===== config.mk =====
export PLATFORM = sky130hd
export DESIGN_NAME = wcd_top
export DESIGN_NICKNAME = d
export VERILOG_FILES = /design/src/wcd_pkg.sv /design/src/wcd_top.sv /design/src/wcd_lftick.sv /design/src/wcd_div.sv
export SDC_FILE = /design/constraint.sdc
export NUM_CORES = 1
export LEC_CHECK = 0
export ABC_CLOCK_PERIOD_IN_PS = 9160
export BUFFER_PORTS_ARGS = -buffer_cell sky130_fd_sc_hd__buf_2
export CORE_UTILIZATION = 45
export CTS_BUF_LIST = sky130_fd_sc_hd__clkbuf_16
export DETAILED_ROUTE_END_ITERATION = 7
export PLACE_DENSITY = 0.7
export SETUP_SLACK_MARGIN = 0.5
export SLEW_MARGIN = 20
export SYNTH_ARGS = -nofsm -noshare
export SYNTH_HDL_FRONTEND = slang
export SYNTH_SLANG_ARGS = --single-unit

===== constraint.sdc =====
create_clock -name mclk_i -period 9.16 [get_ports mclk_i]
set_input_delay 0.458 -clock mclk_i [delete_from_list [all_inputs] [get_ports mclk_i]]
set_output_delay 0.458 -clock mclk_i [all_outputs]
set_load 0.02 [all_outputs]

===== src/wcd_pkg.sv =====
package wcd_pkg;

    // Core clock and low-frequency source timing
    localparam int unsigned CLK_PERIOD_NS = 10;
    localparam int unsigned LF_PERIOD_NS  = 32258;
    localparam int unsigned LF_DIV_CYC    = LF_PERIOD_NS / CLK_PERIOD_NS;
    localparam logic [11:0] LF_DIV_LAST   = 12'(LF_DIV_CYC - 1);

    // Register byte addresses
    localparam logic [31:0] ADDR_CTRL = 32'h0030_0000;
    localparam logic [31:0] ADDR_CFG  = 32'h0030_0004;
    localparam logic [31:0] ADDR_STAT = 32'h0030_0008;
    localparam logic [31:0] ADDR_KICK = 32'h0030_000C;

    // Field positions
    localparam int unsigned CFG_UNIMP_BIT = 7;
    localparam int unsigned CTRL_SEN_BIT  = 0;
    localparam int unsigned CTRL_PS_LSB   = 1;
    localparam int unsigned STAT_RUN_BIT  = 0;
    localparam int unsigned STAT_CNT_BIT  = 1;
    localparam int unsigned STAT_PS_LSB   = 2;
    localparam int unsigned STAT_TOF_BIT  = 7;

    // Period codes
    localparam logic [4:0] CODE_MIN  = 5'h00;
    localparam logic [4:0] CODE_MAX  = 5'h12;
    localparam logic [4:0] CODE_SW   = 5'h1F;
    localparam logic [4:0] EXP_BASE  = 5'h05;

    typedef enum logic [1:0] {
        WCD_OFF   = 2'b00,
        WCD_SOFT  = 2'b01,
        WCD_AWAKE = 2'b10,
        WCD_ON    = 2'b11
    } wcd_mode_t;

    typedef struct packed {
        wcd_mode_t  mode;
        logic [4:0] period;
    } wcd_cfg_t;

    // Values after reset
    localparam wcd_cfg_t   CFG_RST       = '{mode: WCD_ON, period: 5'h1F};
    localparam logic       SEN_RST       = 1'b0;
    localparam logic [4:0] RT_PERIOD_RST = 5'h0B;
    localparam logic       CFG_UNIMP_VAL = 1'b1;

endpackage


===== src/wcd_top.sv =====
// How it works
// RL1: Mode 11 runs the watchdog awake and asleep, ignoring the soft enable.
// RL2: Mode 10 counts only while awake and holds the count during sleep.
// RL3: Mode 01 runs the watchdog exactly when the soft enable bit is set.
// RL4: Mode 00 keeps the watchdog off whatever the soft enable says.
// RL5: Period code n from 0 to 18 divides by two to the power n plus five.
// RL6: The divider counts ticks of the nominal 31 kHz low-frequency source.
// RL7: Bit 7 of the configuration byte is unimplemented and reads as one.
// RL8: A blank configuration byte reads all ones: always on, code all ones.
// RL9: Period code all ones hands the period to the runtime period field.
//
// Decided for this implementation: register access over APB.
`timescale 1ns/1ns
module wcd_top
    import wcd_pkg::*;
(
    // Clock and reset
    input  wire logic        mclk_i,
    input  wire logic        rst_n_i,
    // APB slave
    input  wire logic        psel_i,
    input  wire logic        penable_i,
    input  wire logic        pwrite_i,
    input  wire logic [31:0] paddr_i,
    input  wire logic [31:0] pwdata_i,
    output logic      [31:0] prdata_o,
    output logic             pready_o,
    output logic             pslverr_o,
    // Core state
    input  wire logic        sleep_i,
    // Watchdog state
    output logic             wdt_run_o,
    output logic             wdt_count_o,
    output logic      [4:0]  wdt_period_o,
    output logic             wdt_timeout_o
);

    // Register state
    wcd_cfg_t    cfg_q;
    wcd_cfg_t    cfg_d;
    logic        sen_q;
    logic        sen_d;
    logic [4:0]  rt_ps_q;
    logic [4:0]  rt_ps_d;
    logic        tof_q;
    logic        tof_d;
    logic [31:0] prdata_q;
    logic [31:0] prdata_d;
    logic        perr_q;
    logic        perr_d;
    logic        boot_q;

    // Decoded state
    logic        run;
    logic        hold;
    logic [4:0]  eff_code;
    logic        lf_tick;
    logic        expire;
    logic        kick;
    logic        run_q;
    logic        cnt_q;
    logic [4:0]  per_q;

    // Bus phases
    logic        setup;
    logic        wr_acc;
    logic        hit;

    assign setup  = psel_i && !penable_i;
    assign wr_acc = psel_i && penable_i && pwrite_i;
    assign hit    = (paddr_i == ADDR_CTRL) || (paddr_i == ADDR_CFG) ||
                    (paddr_i == ADDR_STAT) || (paddr_i == ADDR_KICK);

    // Clamp a reserved period code to the shortest one
    function automatic logic [4:0] clamp_code(input logic [4:0] c);
        clamp_code = (c > CODE_MAX) ? CODE_MIN : c;
    endfunction

    // Mode decode
    always_comb begin
        run  = 1'b0;
        hold = 1'b0;
        case (cfg_q.mode)
            WCD_ON: begin
                run = 1'b1; // [RL1]
            end
            WCD_AWAKE: begin
                run  = 1'b1; // [RL2]
                hold = sleep_i; // [RL2]
            end
            WCD_SOFT: begin
                run = sen_q; // [RL3]
            end
            WCD_OFF: begin
                run = 1'b0; // [RL4]
            end
            default: begin
                run = 1'b0;
            end
        endcase
        if (cfg_q.period == CODE_SW) begin
            eff_code = clamp_code(rt_ps_q); // [RL9]
        end else begin
            eff_code = clamp_code(cfg_q.period); // [RL5]
        end
    end

    assign kick = wr_acc && (paddr_i == ADDR_KICK);

    // Low-frequency tick source
    wcd_lftick u_lftick (
        .mclk_i  (mclk_i),
        .rst_n_i (rst_n_i),
        .tick_o  (lf_tick) // [RL6]
    );

    // Timeout divider
    wcd_div u_div (
        .mclk_i   (mclk_i),
        .rst_n_i  (rst_n_i),
        .tick_i   (lf_tick),
        .en_i     (run),
        .hold_i   (hold),
        .clr_i    (kick),
        .code_i   (eff_code),
        .expire_o (expire)
    );

    // Register next values
    always_comb begin
        cfg_d   = cfg_q;
        sen_d   = sen_q;
        rt_ps_d = rt_ps_q;
        tof_d   = tof_q;
        if (wr_acc && paddr_i == ADDR_CFG) begin
            cfg_d = wcd_cfg_t'(pwdata_i[6:0]);
        end
        if (wr_acc && paddr_i == ADDR_CTRL) begin
            sen_d   = pwdata_i[CTRL_SEN_BIT];
            rt_ps_d = pwdata_i[CTRL_PS_LSB +: 5];
        end
        if (wr_acc && paddr_i == ADDR_STAT && pwdata_i[STAT_TOF_BIT]) begin
            tof_d = 1'b0;
        end
        if (expire) begin
            tof_d = 1'b1;
        end
    end

    // Read data and error captured in the setup cycle
    always_comb begin
        prdata_d = prdata_q;
        perr_d   = perr_q;
        if (setup) begin
            prdata_d = 32'h0000_0000;
            perr_d   = !hit;
            case (paddr_i)
                ADDR_CTRL: begin
                    prdata_d[CTRL_SEN_BIT]      = sen_q;
                    prdata_d[CTRL_PS_LSB +: 5]  = rt_ps_q;
                end
                ADDR_CFG: begin
                    prdata_d[6:0]          = cfg_q;
                    prdata_d[CFG_UNIMP_BIT] = CFG_UNIMP_VAL; // [RL7]
                end
                ADDR_STAT: begin
                    prdata_d[STAT_RUN_BIT]      = run;
                    prdata_d[STAT_CNT_BIT]      = run && !hold;
                    prdata_d[STAT_PS_LSB +: 5]  = eff_code;
                    prdata_d[STAT_TOF_BIT]      = tof_q;
                end
                default: begin
                    prdata_d = 32'h0000_0000;
                end
            endcase
        end
    end

    always_ff @(posedge mclk_i or negedge rst_n_i) begin
        if (!rst_n_i) begin
            cfg_q    <= CFG_RST; // [RL8]
            sen_q    <= SEN_RST;
            rt_ps_q  <= RT_PERIOD_RST; // [RL9]
            tof_q    <= 1'b0;
            prdata_q <= 32'h0000_0000;
            perr_q   <= 1'b0;
            boot_q   <= 1'b0;
            run_q    <= 1'b0;
            cnt_q    <= 1'b0;
            per_q    <= 5'h00;
        end else begin
            cfg_q    <= cfg_d;
            sen_q    <= sen_d;
            rt_ps_q  <= rt_ps_d;
            tof_q    <= tof_d;
            prdata_q <= prdata_d;
            perr_q   <= perr_d;
            boot_q   <= 1'b1;
            run_q    <= run;
            cnt_q    <= run && !hold;
            per_q    <= eff_code;
        end
    end

    // Outputs
    assign prdata_o      = prdata_q;
    assign pready_o      = 1'b1;
    assign pslverr_o     = psel_i && penable_i && perr_q;
    assign wdt_run_o     = run_q;
    assign wdt_count_o   = cnt_q;
    assign wdt_period_o  = per_q;
    assign wdt_timeout_o = expire;

    // Checks
    AST_ALWAYS_ON: assert property ( // [RL1]
        @(posedge mclk_i) disable iff (!rst_n_i)
        cfg_q.mode == WCD_ON |=> wdt_run_o && wdt_count_o)
        else $error("Mode 11 did not run continuously");

    AST_AWAKE_RUN: assert property ( // [RL2]
        @(posedge mclk_i) disable iff (!rst_n_i)
        cfg_q.mode == WCD_AWAKE && !sleep_i |=> wdt_count_o)
        else $error("Mode 10 not counting while awake");

    AST_SLEEP_HOLD: assert property ( // [RL2]
        @(posedge mclk_i) disable iff (!rst_n_i)
        cfg_q.mode == WCD_AWAKE && sleep_i |=> wdt_run_o && !wdt_count_o)
        else $error("Mode 10 counting during sleep");

    AST_SOFT_CTRL: assert property ( // [RL3]
        @(posedge mclk_i) disable iff (!rst_n_i)
        cfg_q.mode == WCD_SOFT |=> wdt_run_o == $past(sen_q))
        else $error("Mode 01 not following soft enable");

    AST_OFF: assert property ( // [RL4]
        @(posedge mclk_i) disable iff (!rst_n_i)
        cfg_q.mode == WCD_OFF |=> !wdt_run_o && !wdt_timeout_o ##1 !wdt_timeout_o)
        else $error("Mode 00 watchdog active");

    AST_PERIOD_CODE: assert property ( // [RL5]
        @(posedge mclk_i) disable iff (!rst_n_i)
        cfg_q.period <= CODE_MAX |=> wdt_period_o == $past(cfg_q.period))
        else $error("Period code not applied");

    AST_SW_PERIOD: assert property ( // [RL9]
        @(posedge mclk_i) disable iff (!rst_n_i)
        cfg_q.period == CODE_SW && rt_ps_q <= CODE_MAX
        |=> wdt_period_o == $past(rt_ps_q))
        else $error("Runtime period not applied");

    AST_UNIMP_ONE: assert property ( // [RL7]
        @(posedge mclk_i) disable iff (!rst_n_i)
        setup && !pwrite_i && paddr_i == ADDR_CFG |=> prdata_o[7])
        else $error("Configuration bit 7 read as zero");

    AST_BLANK: assert property ( // [RL8]
        @(posedge mclk_i) disable iff (!rst_n_i)
        !boot_q |-> cfg_q == CFG_RST && rt_ps_q == RT_PERIOD_RST)
        else $error("Blank configuration not all ones");

    AST_TOF_SET: assert property ( // [RL5]
        @(posedge mclk_i) disable iff (!rst_n_i)
        expire |=> tof_q)
        else $error("Timeout flag lost");

    AST_CODE_RANGE: assert property ( // [RL5]
        @(posedge mclk_i) disable iff (!rst_n_i)
        wdt_period_o <= CODE_MAX)
        else $error("Effective period code out of range");

    AST_RSVD_CODE: assert property ( // [RL5]
        @(posedge mclk_i) disable iff (!rst_n_i)
        cfg_q.period > CODE_MAX && cfg_q.period != CODE_SW
        |=> wdt_period_o == CODE_MIN)
        else $error("Reserved period code not shortest");

    AST_SW_RSVD: assert property ( // [RL9]
        @(posedge mclk_i) disable iff (!rst_n_i)
        cfg_q.period == CODE_SW && rt_ps_q > CODE_MAX
        |=> wdt_period_o == CODE_MIN)
        else $error("Reserved runtime code not shortest");

    AST_SLEEP_QUIET: assert property ( // [RL2]
        @(posedge mclk_i) disable iff (!rst_n_i)
        cfg_q.mode == WCD_AWAKE && sleep_i |=> !wdt_timeout_o)
        else $error("Mode 10 timed out during sleep");

    AST_SOFT_QUIET: assert property ( // [RL3]
        @(posedge mclk_i) disable iff (!rst_n_i)
        cfg_q.mode == WCD_SOFT && !sen_q |=> !wdt_timeout_o)
        else $error("Mode 01 timed out with soft enable clear");

    AST_CTRL_READ: assert property ( // [RL9]
        @(posedge mclk_i) disable iff (!rst_n_i)
        setup && !pwrite_i && paddr_i == ADDR_CTRL
        |=> prdata_o[CTRL_PS_LSB +: 5] == $past(rt_ps_q))
        else $error("Runtime period field read back wrong");

    AST_CFG_READ: assert property ( // [RL8]
        @(posedge mclk_i) disable iff (!rst_n_i)
        setup && !pwrite_i && paddr_i == ADDR_CFG
        |=> prdata_o[6:0] == $past(cfg_q))
        else $error("Configuration byte read back wrong");

    AST_BLANK_OUT: assert property ( // [RL8]
        @(posedge mclk_i) disable iff (!rst_n_i)
        boot_q && !$past(boot_q)
        |-> wdt_run_o && wdt_count_o && wdt_period_o == RT_PERIOD_RST)
        else $error("Blank configuration outputs wrong after reset");

endmodule


===== src/wcd_lftick.sv =====
`timescale 1ns/1ns
module wcd_lftick
    import wcd_pkg::*;
(
    // Clock and reset
    input  wire logic mclk_i,
    input  wire logic rst_n_i,
    // Low-frequency tick
    output logic      tick_o
);

    logic [11:0] cnt_q;
    logic [11:0] cnt_d;
    logic        tick_q;
    logic        tick_d;

    always_comb begin
        tick_d = (cnt_q == LF_DIV_LAST);
        cnt_d  = tick_d ? 12'h000 : cnt_q + 12'h001;
    end

    always_ff @(posedge mclk_i or negedge rst_n_i) begin
        if (!rst_n_i) begin
            cnt_q  <= 12'h000;
            tick_q <= 1'b0;
        end else begin
            cnt_q  <= cnt_d;
            tick_q <= tick_d;
        end
    end

    assign tick_o = tick_q;

    AST_LF_RATE: assert property ( // [RL6]
        @(posedge mclk_i) disable iff (!rst_n_i)
        tick_q |-> $past(cnt_q) == LF_DIV_LAST)
        else $error("Low-frequency tick off its period");

endmodule


===== src/wcd_div.sv =====
`timescale 1ns/1ns
module wcd_div
    import wcd_pkg::*;
(
    // Clock and reset
    input  wire logic       mclk_i,
    input  wire logic       rst_n_i,
    // Control
    input  wire logic       tick_i,
    input  wire logic       en_i,
    input  wire logic       hold_i,
    input  wire logic       clr_i,
    input  wire logic [4:0] code_i,
    // Result
    output logic            expire_o
);

    logic [22:0] cnt_q;
    logic [22:0] cnt_d;
    logic [22:0] last;
    logic        exp_q;
    logic        exp_d;

    always_comb begin
        last  = 23'((24'h000001 << (code_i + EXP_BASE)) - 24'h000001); // [RL5]
        exp_d = 1'b0;
        cnt_d = cnt_q;
        if (!en_i || clr_i) begin
            cnt_d = 23'h000000;
        end else if (tick_i && !hold_i) begin // [RL2]
            if (cnt_q >= last) begin
                cnt_d = 23'h000000;
                exp_d = 1'b1;
            end else begin
                cnt_d = cnt_q + 23'h000001;
            end
        end
    end

    always_ff @(posedge mclk_i or negedge rst_n_i) begin
        if (!rst_n_i) begin
            cnt_q <= 23'h000000;
            exp_q <= 1'b0;
        end else begin
            cnt_q <= cnt_d;
            exp_q <= exp_d;
        end
    end

    assign expire_o = exp_q;

    AST_DIV_HOLD: assert property ( // [RL2]
        @(posedge mclk_i) disable iff (!rst_n_i)
        en_i && hold_i && !clr_i |=> cnt_q == $past(cnt_q))
        else $error("Count moved while suspended");

endmodule


==> results.md <==
- Top post-synthesis cells by area: dfrtp_1 33%, ha_1 7.7%, dfstp_2 6.0%
- Cell Pwr Density: about 140 mW/mm2
- Crit path capture type: flop
- First-pass GRT wire length: 17.2 mm
- Final period utilization: a little under half
- Routed wire length on met3: 507 um
- Slew @ Worst Pin: a little under 0.9 ns
- CTS H-tree depth: 3
- Initial antenna violation count: 0
- Met2 WL: just under 5 mm
- CTS root buf: clkbuf_16
- Critical Path Max Stage Delay: around 0.63 ns
- Io pins: 112
- Total CTS buffers: 9
- Area leader, netlist: dfrtp_1
- Worst-path clk slew: approximately 0.06 ns
- Layout cell share with drive strength beyond 1: roughly 21%
- Synth Instances: a little under 500
- M1 WL: roughly 4.7 mm
- DP Cell Count: around 670
- Worst endpoint data arrival time: about 4.5 ns
- Die X: about 100 um
- Fin Setup TNS: 0 ns
- Worst-skew pair later-pin latency: 0.34 ns
- Pre-CTS WS: slightly below 5 ns
- Tot Pwr: between 0.7 and 0.8 mW
- Final Core Density: between 50% and 60%
- Yosys warnings: 0
- FF+latch count, synth: 67
- Die Area: a little over 0.01 mm2
- CP required: 9.41 ns
- Final Cell Area: 0.00502 mm2
- Synth top area share: 32.6%
- Maxcap violations: 0
- CP cell instances: nand4_1, or4_1, a21oi_2, nand2b_1, a21o_1, a32oi_1, ha_1, a21oi_1, o21ai_0, a221o_1, a311oi_4, buf_4, a31oi_1, o22ai_1
- Number of diodes: 0
- Vias per inst: around 5.6
- Top layer reached by signal wires: met4
- Startpoint types: flop
- Reg area: 0.00169 mm2
- Placed Instance Area: ~0.0047 mm2
- Post-synthesis sequential area ratio: roughly two fifths
- Max-slew violations: 0
- Worst hold slack: between 0.2 and 0.3 ns
- Cell row count: 35
- WS Path Type: reg2reg
- Detailed-route via count: ~3800
- Clock sink count: 67
- Syn Std Cell Area: around 0.0044 mm2
- PostCTS Resize Cnt: 0
- Status: finished, final reports clean
- Post-synthesis cell type count: 56
- Fillers: between 800 and 900
- Hold Crit Class: in2async
- Worst Slack Setup Final: about 5 ns
- Iteration count of the initial detailed-routing pass: 5
- Post-CTS Setup Bufs: 0
- Buffers on Ports: 62
- Setup Viol. Count Final: 0
- CTS Hold Bufs: 0
- DP HPWL: 7.42 mm
- Slew margin rel.: between 40 and 50%
- Die Y: between 100 and 150 um
- Syn Area/Cell: about 8.9 um2
- Initial Util: a little under half
- Top-count cell post-synth: dfrtp_1
- Fin nets: approximately 650
- Critical path buffers and inverters: 1
- Max Fclk: 233 MHz
- Overflow after GRT: 0
- Fin crit period: 4.28 ns
- Final Hold Fails: 0
- Number of flops mapped to enable cells by yosys: 0
- Routed Antenna Nets: 0
- DRC viols: 0
- Peak supply drop: ~84 uV
- Area of the multi-input gates: 0.00244 mm2
- Vias in the first global route: 3643
- Clk_skew: about 0.011 ns
- Initial DRC count: roughly 210
- Most used DFF post-synth: dfrtp_1
- FFs w/ async S/R, synth: 100%
- Core ar.: a little over 0.009 mm2
- Routed len/inst: 15.1 um
- Final WL: approximately 10 mm
- Worst-path maximum fanout: 30
- Pleak: 2.36 nW
- Family with the most delay on the worst path: compound AO/OA/AOI/OAI gates
- Area Overhead vs Synth: 14.8%
- CTS tree: done
- Unrepaired setup endpoints after global routing: no
- Most instantiated cells after synthesis: 57 x dfrtp_1, 50 x nand2_1, 43 x nor2_1
- RePlAce Congestion: around 0.9
- Worst path slowest cell: dfstp_2
- Max Root-Sink Buffers: 2
- Gr usage total: between 20% and 30%
- Finished Layout Cells: 685
- Largest net degree at the start of global routing: 68
==> flip-flops by register name, summed over array words and instances, names as in the netlist, 5 cells and up <==
register	cells
u_div.cnt_q	23
u_lftick.cnt_q	12
prdata_o	8
cfg_q	7
rt_ps_q	5
wdt_period_o	5
==> cell type report <==
class	count	share of cell area, %
Clock buffer	9	4.49
Inverter	21	1.57
Sequential cell	67	33.7
Timing Repair Buffer	66	6.78
Tap cell	129	3.22
Multi-Input combinational cell	386	48.6
Clock inverter	7	1.67
==> report_power, final <==
group	leakage, nW	internal, mW	switching [mW]
clock	0.149	0.216	0.147
combinational	1.34	0.0133	0.0288
sequential	0.868	0.296	0.0000347
==> final timing paths <==
check | depth (start not counted) | slack (ns) | end | startpoint
hold reg to reg | 1 | 0.47 | tof_q$_DFFE_PN0P_ | u_div.expire_o$_DFF_PN0_
min in group mclk_i | 3 | 0.32 | cfg_q[6]$_DFFE_PN1P_ | pwdata_i[6]
max in group asynchronous | 2 | 8.31 | wdt_period_o[3]$_DFF_PN0_ | rst_n_i
setup / recovery | 14 | 4.88 | u_div.cnt_q[7]$_DFFE_PN0P_ | cfg_q[2]$_DFFE_PN1P_
setup reg to reg | 14 | 4.88 | u_div.cnt_q[7]$_DFFE_PN0P_ | cfg_q[2]$_DFFE_PN1P_
hold / removal | 2 | 0.29 | u_lftick.cnt_q[2]$_DFF_PN0_ | rst_n_i
==> layout by cell type, fill, tap and decap left out, types with 10 or more instances in the layout <==
| master | instances |
|---|---|
| nor2_1 | 43 |
| dfrtp_1 | 57 |
| o21ai_0 | 23 |
| nand4_1 | 25 |
| nor4_1 | 10 |
| nor3_1 | 11 |
| inv_1 | 21 |
| a31oi_1 | 12 |
| dfstp_2 | 10 |
| nand2_1 | 50 |
| ha_1 | 27 |
| mux2i_1 | 10 |
| nand3_1 | 30 |
| conb_1 | 29 |
| mux2_2 | 11 |
| a21oi_1 | 21 |
| buf_2 | 62 |
==> logic make-up (layout without fill, tap and decap cells) <==
kind of cell | Yosys count | count (layout) | share of synthesized area, %
simple gates | 193 | 193 | 22.0
flops | 67 | 67 | 38.6
other cells | 2 | 29 | 0.172
mux | 21 | 21 | 5.12
fa+ha+maj | 27 | 27 | 7.73
compound gates | 102 | 102 | 15.3
buf+inv | 67 | 103 | 8.30
xor+xnor | 14 | 14 | 2.80
==> layer usage <==
metal	vias up	global-route usage, %
li1	1855	-
met1	1818	28.2
met2	150	36.5
met3	17	3.12
met4	0	9.25
met5	-	0
(Power assumes the default switching activity.)
